**src/common/tcpc_defines.svh**
```systemverilog
`ifndef TCPC_DEFINES_SVH
`define TCPC_DEFINES_SVH

// Count loaded at every end of period
`define TCPC_RELOAD_VALUE 32'h00000001
// Count held after system reset
`define TCPC_RESET_COUNT 32'h00000000
// Largest prescale shift, a ratio of 4096
`define TCPC_PRES_MAX_SHIFT 4'hC
// Mode select codes
`define TCPC_CODE_COUNTER 3'h2
`define TCPC_CODE_PWM 3'h3
`define TCPC_CODE_CAPTURE 3'h4

`endif

```
**src/common/tcpc_pkg.sv**
```systemverilog
`include "tcpc_defines.svh"

package tcpc_pkg;

  // Mode select field encodings
  typedef enum logic [2:0] {
    TCPC_MODE_COUNTER = `TCPC_CODE_COUNTER,
    TCPC_MODE_PWM = `TCPC_CODE_PWM,
    TCPC_MODE_CAPTURE = `TCPC_CODE_CAPTURE
  } tcpc_mode_t;

  // Control settings held by software
  typedef struct packed {
    logic timerEnable;
    logic [2:0] modeSelect;
    logic [3:0] prescaleSelect;
    logic pinPolarity;
  } tcpc_cfg_t;

endpackage : tcpc_pkg

```
**src/core/tcpc_timer.sv**
```systemverilog
`include "tcpc_defines.svh"

// Notes on behaviour
// RULE1: Counter mode advances the count once per qualifying pin transition.
// RULE2: Counter mode counts rising or falling edges only, picked by polarity.
// RULE3: Counter mode ignores the prescaler; pin edges sampled on clk only.
// RULE4: The pin source keeps its edge rate at most a quarter of clk.
// RULE5: Counter mode reloads one and flags on the clk edge after match.
// RULE6: A software count affects only the first period; later ones start at 1.
// RULE7: PWM mode toggles the pin when count equals match value, keeps counting.
// RULE8: PWM mode at compare reloads one, toggles, flags and resumes counting.
// RULE9: Polarity zero: PWM starts low, high at match, low at compare.
// RULE10: Polarity one: PWM starts high, low at match, high at compare.
// RULE11: Software sets compare strictly above the match value in PWM mode.
// RULE12: Later PWM periods last compare value prescaled timer ticks.
// RULE13: PWM and capture count on the tick of clk divided by prescaler.
// RULE14: Capture copies count to match value, reloads one and flags.
// RULE15: Capture without edge reloads one at compare and flags, no copy.
// RULE16: Capture acts on the timer tick after the pin edge is seen.
// RULE17: Software disables the timer before changing any setting.
// RULE18: The flag clear strobe clears the period flag; every period end sets it.
// RULE19: Prescaler divides clk by 1 up to 4096, chosen by prescale field.
// RULE20: Reset leaves the count at zero, first period one tick longer.
// RULE21: Pin events are latched until the next timer tick uses them; only capture mode latches, counter mode counts edges on clk.
// RULE22: The pin passes two flip-flops, edges from current versus previous.
module tcpc_timer #(
  parameter int WIDTH = 32,
  parameter int PRES_W = 12
) (
  input wire logic clk, // 10 MHz clock
  input wire logic reset, // Synchronous, active high
  input wire tcpc_pkg::tcpc_cfg_t cfg, // Control settings
  input wire logic [WIDTH-1:0] compareValue, // Period end value
  input wire logic countWrite, // Count write strobe
  input wire logic [WIDTH-1:0] countWrData, // Count write data
  input wire logic matchWrite, // Match value write strobe
  input wire logic [WIDTH-1:0] matchWrData, // Match value write data
  input wire logic flagClear, // Period flag clear strobe
  input wire logic timerPinIn, // Timer pin level, asynchronous
  output logic [WIDTH-1:0] countValue, // Current count
  output logic [WIDTH-1:0] matchCaptureValue, // Match or captured count
  output logic periodEventFlag, // Sticky period end flag
  output logic timerPinOut, // Timer pin drive level
  output logic timerPinOe // Timer pin drive enable
);
  import tcpc_pkg::*;

  // ****************************************************
  // Pin synchroniser and edge detect
  // ****************************************************
  logic pinSync1_q, pinSync2_q, pinPrev_q;
  logic selEdge;

  // Two stages, then a history stage for edges
  always_ff @(posedge clk)
  begin
    if (reset)
    begin
      pinSync1_q <= 1'b0;
      pinSync2_q <= 1'b0;
      pinPrev_q <= 1'b0;
    end
    else
    begin
      pinSync1_q <= timerPinIn; // RULE22
      pinSync2_q <= pinSync1_q; // RULE22
      pinPrev_q <= pinSync2_q; // RULE22
    end
  end

  // Rising edge for polarity zero, falling for one
  assign selEdge = cfg.pinPolarity ? (pinPrev_q && !pinSync2_q)
                                   : (!pinPrev_q && pinSync2_q); // RULE2

  // ****************************************************
  // Prescaler
  // ****************************************************
  logic [PRES_W-1:0] presCnt_q, presCnt_d;
  logic [PRES_W-1:0] presLimit;
  logic [3:0] presShift;
  logic presTick;

  // Ratio is a power of two, clamped to 4096
  always_comb
  begin
    presShift = (cfg.prescaleSelect > `TCPC_PRES_MAX_SHIFT)
              ? `TCPC_PRES_MAX_SHIFT : cfg.prescaleSelect; // RULE19
    presLimit = ~({PRES_W{1'b1}} << presShift); // RULE19
    presTick = cfg.timerEnable && (presCnt_q == presLimit); // RULE13
    presCnt_d = presCnt_q + 1'b1;
    if (!cfg.timerEnable || presTick)
    begin
      presCnt_d = '0;
    end
  end

  // Prescale counter register
  always_ff @(posedge clk)
  begin
    if (reset)
    begin
      presCnt_q <= '0;
    end
    else
    begin
      presCnt_q <= presCnt_d;
    end
  end

  // ****************************************************
  // Counter, match, flag and pin output
  // ****************************************************
  logic [WIDTH-1:0] count_q, count_d;
  logic [WIDTH-1:0] match_q, match_d;
  logic flag_q, flag_d;
  logic pinOut_q, pinOut_d;
  logic edgePend_q, edgePend_d;
  logic running, atCompare, periodEnd;

  always_comb
  begin
    count_d = count_q;
    match_d = match_q;
    pinOut_d = pinOut_q;
    edgePend_d = edgePend_q;
    periodEnd = 1'b0;
    running = cfg.timerEnable;
    atCompare = (count_q == compareValue);
    if (!running)
    begin
      pinOut_d = cfg.pinPolarity; // RULE9 RULE10
      edgePend_d = 1'b0;
    end
    else
    begin
      unique case (cfg.modeSelect)
        TCPC_MODE_COUNTER:
        begin
          if (atCompare)
          begin
            count_d = `TCPC_RELOAD_VALUE; // RULE5 RULE6
            periodEnd = 1'b1; // RULE5
          end
          else if (selEdge)
          begin
            count_d = count_q + 1'b1; // RULE1 RULE3
          end
        end
        TCPC_MODE_PWM:
        begin
          if (presTick)
          begin
            if (atCompare)
            begin
              count_d = `TCPC_RELOAD_VALUE; // RULE8 RULE12
              pinOut_d = !pinOut_q; // RULE8
              periodEnd = 1'b1; // RULE8
            end
            else
            begin
              count_d = count_q + 1'b1; // RULE13
              if (count_q == match_q)
              begin
                pinOut_d = !pinOut_q; // RULE7
              end
            end
          end
        end
        TCPC_MODE_CAPTURE:
        begin
          if (presTick)
          begin
            edgePend_d = 1'b0;
            if (edgePend_q)
            begin
              match_d = count_q; // RULE14 RULE16
              count_d = `TCPC_RELOAD_VALUE; // RULE14
              periodEnd = 1'b1; // RULE14
            end
            else if (atCompare)
            begin
              count_d = `TCPC_RELOAD_VALUE; // RULE15
              periodEnd = 1'b1; // RULE15
            end
            else
            begin
              count_d = count_q + 1'b1; // RULE13
            end
          end
          // Edge seen on a tick cycle waits for the next tick
          if (selEdge)
          begin
            edgePend_d = 1'b1; // RULE21
          end
        end
        default:
        begin
          count_d = count_q;
        end
      endcase
    end
    if (countWrite)
    begin
      count_d = countWrData; // RULE6
    end
    if (matchWrite)
    begin
      match_d = matchWrData;
    end
    // Set wins over a clear in the same cycle
    flag_d = periodEnd || (flag_q && !flagClear); // RULE18
  end

  // State registers
  always_ff @(posedge clk)
  begin
    if (reset)
    begin
      count_q <= `TCPC_RESET_COUNT; // RULE20
      match_q <= '0;
      flag_q <= 1'b0;
      pinOut_q <= 1'b0;
      edgePend_q <= 1'b0;
    end
    else
    begin
      count_q <= count_d;
      match_q <= match_d;
      flag_q <= flag_d;
      pinOut_q <= pinOut_d;
      edgePend_q <= edgePend_d;
    end
  end

  assign countValue = count_q;
  assign matchCaptureValue = match_q;
  assign periodEventFlag = flag_q;
  assign timerPinOut = pinOut_q;
  assign timerPinOe = (cfg.modeSelect == TCPC_MODE_PWM);

  logic quiet;
  assign quiet = !countWrite && !matchWrite && cfg.timerEnable;
endmodule : tcpc_timer

```
**config.mk**
```make
export PLATFORM = sky130hd
export DESIGN_NAME = tcpc_timer
export DESIGN_NICKNAME = d
export VERILOG_FILES = /design/src/common/tcpc_pkg.sv /design/src/core/tcpc_timer.sv
export VERILOG_INCLUDE_DIRS = /design/src /design/src/common
export SDC_FILE = /design/constraint.sdc
export NUM_CORES = 1
export LEC_CHECK = 0
export BUFFER_PORTS_ARGS = -buffer_cell sky130_fd_sc_hd__buf_2
export CAP_MARGIN = 15
export CORE_MARGIN = 8
export CORE_UTILIZATION = 53
export CTS_BUF_LIST = sky130_fd_sc_hd__clkbuf_8
export DETAILED_ROUTE_END_ITERATION = 8
export PLACE_DENSITY = 0.83
export SETUP_SLACK_MARGIN = 0.15
export SLEW_MARGIN = 25
export SYNTH_ARGS = -nofsm -noshare
export SYNTH_HDL_FRONTEND = slang
export SYNTH_SLANG_ARGS = --single-unit
export TNS_END_PERCENT = 5
```
**constraint.sdc**
```tcl
create_clock -name clk -period 3.3 [get_ports clk]
set_input_delay 0.165 -clock clk [delete_from_list [all_inputs] [get_ports clk]]
set_output_delay 0.165 -clock clk [all_outputs]
set_load 0.01 [all_outputs]
```
==> results of run 1 <==
[final cells by class]
cell class	instances	area share, %
clock buffers	9	1.86
clock inverters	7	0.827
inverters	14	0.789
multi-input cells	500	51.6
flip-flops and latches	82	24.7
well taps	136	2.56
repair buffers	214	17.7
[cell usage in the layout, fill, tap and decap left out, types with 8 or more instances in the layout]
master and n:
a21oi_1 20, nor3_1 10, clkbuf_8 9, a211oi_1 39, xnor2_1 40, xor2_1 43
dfxtp_1 82, and4_1 8, a31oi_1 11, nor2_1 76, buf_2 177, mux2i_1 32
o21ai_0 20, nand2_1 26, inv_1 13, buf_4 35, nor4_1 16, and3_1 12
nand3_1 23, nand4_1 20, o211ai_1 9
[worst max-delay path, stage by stage, from the launching register on]
cell and delay, ns:
dfxtp_1 0.64, xnor2_1 0.18, nand4_1 0.16, nor4_1 0.73
a21o_1 0.64, inv_1 0.24, a21oi_1 0.18, o32ai_1 0.16
[power groups by stage]
stage               Sequential (W)  Clock [W]  Combinational, W
floorplan                  0.00114          0          0.000310
global placement           0.00113          0          0.000589
detailed placement         0.00113          0          0.000597
CTS                        0.00111   0.000705          0.000601
global route               0.00112   0.000746          0.000653
finish                     0.00111   0.000697          0.000610
[routing by layer]
layer	wire [um]	vias up
li1	-	2723
met1	8650	2737
met2	9580	373
met3	2220	63
met4	906	0
met5	0	-
[path summary, 6_finish.rpt]
kind	from	to	slack [ns]	depth (start not counted)
worst max-delay path	countValue[26]	countValue[23]	0.21	7
worst max register to register	countValue[26]	countValue[23]	0.21	7
worst min-delay path	timerPinIn	pinSync1_q	0.03	2
worst min register to register	pinSync1_q	pinSync2_q	0.46	1
[cell families after synthesis]
group                    Yosys count  synth area share (%)
AO/OA/AOI/OAI                    155                  21.3
XOR/XNOR                          83                  13.4
adder cells (fa/ha/maj)            2                 0.462
buffers and inverters             73                  6.36
flip-flops                        82                  30.3
multiplexers                      32                  5.92
AND/OR/NAND/NOR                  228                  22.2
[stage by stage]
stage               instance area (um2)  cells  total power (W)
floorplan                          5410    655          0.00145
global placement                   6460    945          0.00172
detailed placement                 6460    945          0.00173
CTS                                6650    962          0.00241
global route                       6660    962          0.00251
finish                             6660    962          0.00241
[repair_timing]
item	in CTS	in global routing
resized for setup	0	1
hold buffers	1	0
hold endpoints to repair	1	0
setup endpoints to repair	0	2
[registers in the layout (all words and copies together) (netlist names)]
| signal | flops |
|---|---|
| pinPrev_q | 1 |
| countValue | 32 |
| pinSync2_q | 1 |
| timerPinOut | 1 |
| matchCaptureValue | 32 |
| periodEventFlag | 1 |
| edgePend_q | 1 |
| pinSync1_q | 1 |
| presCnt_q | 12 |
==> results.cfg, run 1 <==
[global_routing]
grt_max_degree = 65
grt_pass1_vias = 5982
overflow = 0
use_met2_pct = 49.4
antenna_found_initial = 0
use_met3_pct = 7.34
grt_pass1_wl_um = 32600
gr-usage-all-layers_pct = 31.5
grtUsageMet1_pct = 39.6
top_usage_layer = met2

[synthesis]
synth_ff_type = dfxtp_1
synth_top_area_share_pct = 30.3
synth_commonest_cells = 82 x dfxtp_1, 76 x nor2_1, 44 x clkbuf_1
avgSynthCellArea_um2 = 8.26
syn_inst = 655
yosys_warnings = 0
yosys.cell_types.count = 67
syn_nets = 768
yosysSeqAreaShare_pct = 30.3
ys_ff_latch = 82
synth_edf_count = 0
syn-cell-area_mm2 = 0.00541
async_flop_share_pct = 0
synth_top_cells_by_area = dfxtp_1 30%, xor2_1 7.0%, xnor2_1 6.5%, mux2i_1 5.9%, a211oi_1 5.4%
synth.most_common_cell = dfxtp_1
yosysTopAreaCell = dfxtp_1

[sta]
fin_skew_ns = 0.0140
setup_ws_ns = 0.210
post-route-min-period_ns = 3.09
finalCritPeriodShare_pct = 93.6
rsz0062_at_grt = true
finalSetupTns_ns = 0
tightest_slew_ns = 0.972
slew_headroom_pct = 35.1
report.final.slew_viol_count = 0
hold-worst-slack_ns = 0.0295
fmax_mhz = 324
hold_violations = 0
setup_viol = 0

[pwr]
combPwrFrac_pct = 25.3
power.density_mw_per_mm2 = 363
clock_power_share_pct = 28.9
switching_share_pct = 34.5
irDropWorstVdd_uv = 237
power.switching_w = 0.000832
p_leak_nw = 2.79
p_seq_share_pct = 45.9
p_int_w = 0.00158

[finish]
seq_area_mm2 = 0.00164
postLayoutCoreUtil_pct = 65.7
n_antenna_cell = 0
multiInputGateArea_mm2 = 0.00343
drive_above_1_share_pct = 29.5
nets = 934
n_fill_cell = 872
syn2layout_area_growth_pct = 23.0

[routing]
drt_iter0_drc = 609
dr_total_vias = 5896
post_drt_wl_per_cell_um = 22.2
finalWirelength_um = 21400
drc = 0
avgViaCountPerCell = 6.13
dr.pass1.iters = 7
drt.antenna.violating_nets = 0

[floorplan]
rows = 37
die_y_um = 117
start_util_pct = 53.4
die_area_mm2 = 0.0137
core-area_mm2 = 0.0101
die-width_um = 117
io_pins = 178

[cts]
clk_latency_ns = 0.36
numCtsBuffers = 9
cts_tree = yes
clock_sinks = 82
postCtsSetupBuffers = 0
path_clk_slew_ns = 0.10
cts-root-buf = clkbuf_8
clk_path_buf_depth = 2
h-tree-depth = 3

[critical_path]
required_ns = 3.49
critical_path_arrival_ns = 3.28
end_kind = register
critPathKind = reg -> reg
crit_fanout = 18
critPathLaunchType = register

[placed_design]
place_ws_ns = 0.258
dp_hpwl_um = 16400
io_buffers = 177
gp_congestion = 0.982

[hold_path]
hold_path_class = in -> reg

[run_status]
run_status = finished, final reports clean

[run]
cap_violations = 0
(Power assumes the default switching activity.)
==> inputs of run 2 (changes only) <==
==> constraint.sdc (replaced) <==
create_clock -name clk -period 3.3 [get_ports clk]
set_input_delay 0.33 -clock clk [delete_from_list [all_inputs] [get_ports clk]]
set_output_delay 0.33 -clock clk [all_outputs]
set_load 0.01 [all_outputs]
==> run 2 against run 1 <==
Clock power up 6.9%. Utilization up 0.52 points. Worst hold slack better by 0.13 ns. Largest power group unchanged. Highest routed layer unchanged.
==> results.cfg, run 2 (same netlist as run 1, synthesis figures left out) <==
[routing]
drt.antenna.violating_nets = 0
finalWirelength_um = 21400
dr.pass1.iters = 5
drt_iter0_drc = 612
drc = 0
avgViaCountPerCell = 6.21
dr_total_vias = 6009
post_drt_wl_per_cell_um = 22.1

[finish]
postLayoutCoreUtil_pct = 66.2
layout_commonest_cell = buf_2
drive_above_1_share_pct = 30.2
final_cell_mix = 177 x buf_2, 82 x dfxtp_1, 76 x nor2_1
stdcell_count = 968
nets = 941
n_fill_cell = 880
syn2layout_area_growth_pct = 24.0
n_antenna_cell = 0

[sta]
hold_violations = 0
tightest_slew_ns = 0.963
finalSetupTns_ns = 0
fin_skew_ns = 0.0159
finalCritPeriodShare_pct = 88.9
post-route-min-period_ns = 2.93
setup_ws_ns = 0.366
setup_viol = 0
report.final.slew_viol_count = 0
rsz0062_at_grt = false
slew_headroom_pct = 35.7
fmax_mhz = 341

[placed_design]
gp_congestion = 1.01
io_buffers = 177
dp_hpwl_um = 16900
dp_cells = 953
place_ws_ns = 0.433

[floorplan]
start_util_pct = 53.4
die_area_mm2 = 0.0137
rows = 37
io_pins = 178
core-area_mm2 = 0.0101
die-width_um = 117
die_y_um = 117

[critical_path]
r2r_cells = 7
reg2reg_slack_ns = 0.37
cp_num_buf_inv = 0
setup.worst_path.end = countValue[15]
crit_fanout = 22
critPathKind = reg -> reg
end_kind = register
r2r-start = countValue[21]
critPathSlowestCell = or4_1
crit_start = countValue[21]
path_depth = 7
crit_chain = xnor2_1 > nand4_1 > or4_1 > o21ai_1 > a31o_2 > a21oi_1 > a311oi_1
rr_endpoint = countValue[15]
crit_family = compound AO/OA/AOI/OAI gates
critPathLaunchType = register
critical_path_arrival_ns = 3.17
slowest_delay_ns = 0.66
required_ns = 3.54

[global_routing]
grt_pass1_wl_um = 31800
grt_max_degree = 65
overflow = 0
gr-usage-all-layers_pct = 30.7
grt_pass1_vias = 5749
antenna_found_initial = 0

[pwr]
p_leak_nw = 2.83
finalPower_w = 0.00247
power.density_mw_per_mm2 = 368
irDropWorstVdd_uv = 269

[cts]
ctsHoldBuffers = 0
clk_path_buf_depth = 2
cts_tree = yes
numCtsBuffers = 9
cts-root-buf = clkbuf_8
clock_sinks = 82
clk_latency_ns = 0.37
cts_resized = 0
path_clk_slew_ns = 0.10
postCtsSetupBuffers = 0
h-tree-depth = 3

[run_status]
run_status = finished, final reports clean

[run]
cap_violations = 0

[hold_path]
hold_path_class = in -> reg
run 2: layout make-up:
cell class	count	area (um2)	area share (%)
Tap cell	136	170	2.54
Multi-Input combinational cell	500	3430	51.1
Sequential cell	82	1640	24.5
Timing Repair Buffer	221	1230	18.3
Clock inverter	6	66.3	0.988
Clock buffer	9	124	1.85
Inverter	14	52.6	0.783
run 2: how the worst min path moves through the flow:
stage          cells after the start              end        from  slack, ns
2_1_floorplan                      1       pinSync2_q  pinSync1_q       0.41
6_report                           2  periodEventFlag   flagClear       0.16
3_5_place_dp                       1       pinSync2_q  pinSync1_q       0.43
4_1_cts                            2  periodEventFlag   flagClear       0.15
3_3_place_gp                       1       pinSync2_q  pinSync1_q       0.43
5_1_grt                            2  periodEventFlag   flagClear       0.16
run 2: power breakdown:
part | switching, W | internal [W]
Combinational | 0.000360 | 0.000258
Sequential | 0.0000582 | 0.00105
Clock | 0.000398 | 0.000347
run 2: worst reg2reg max path, stage by stage, from the launching register on:
cell and delay [ns]:
dfxtp_1 0.47, xnor2_1 0.18, nand4_1 0.17, or4_1 0.66
o21ai_1 0.34, a31o_2 0.51, a21oi_1 0.13, a311oi_1 0.34
run 2: metrics by stage:
step	area, um2	hold slack (ns)
after floorplan	5410	0.414
after global placement	6520	0.427
after detailed placement	6520	0.430
after CTS	6710	0.152
final	6710	0.159
after global routing	6710	0.165
run 2: metal layers:
layer	wire length, um	vias up	GRT usage [%]
met3	2170	69	6.00
li1	-	2734	-
met2	9840	387	48.1
met1	8640	2819	40.3
met4	778	0	13.5
met5	0	-	0
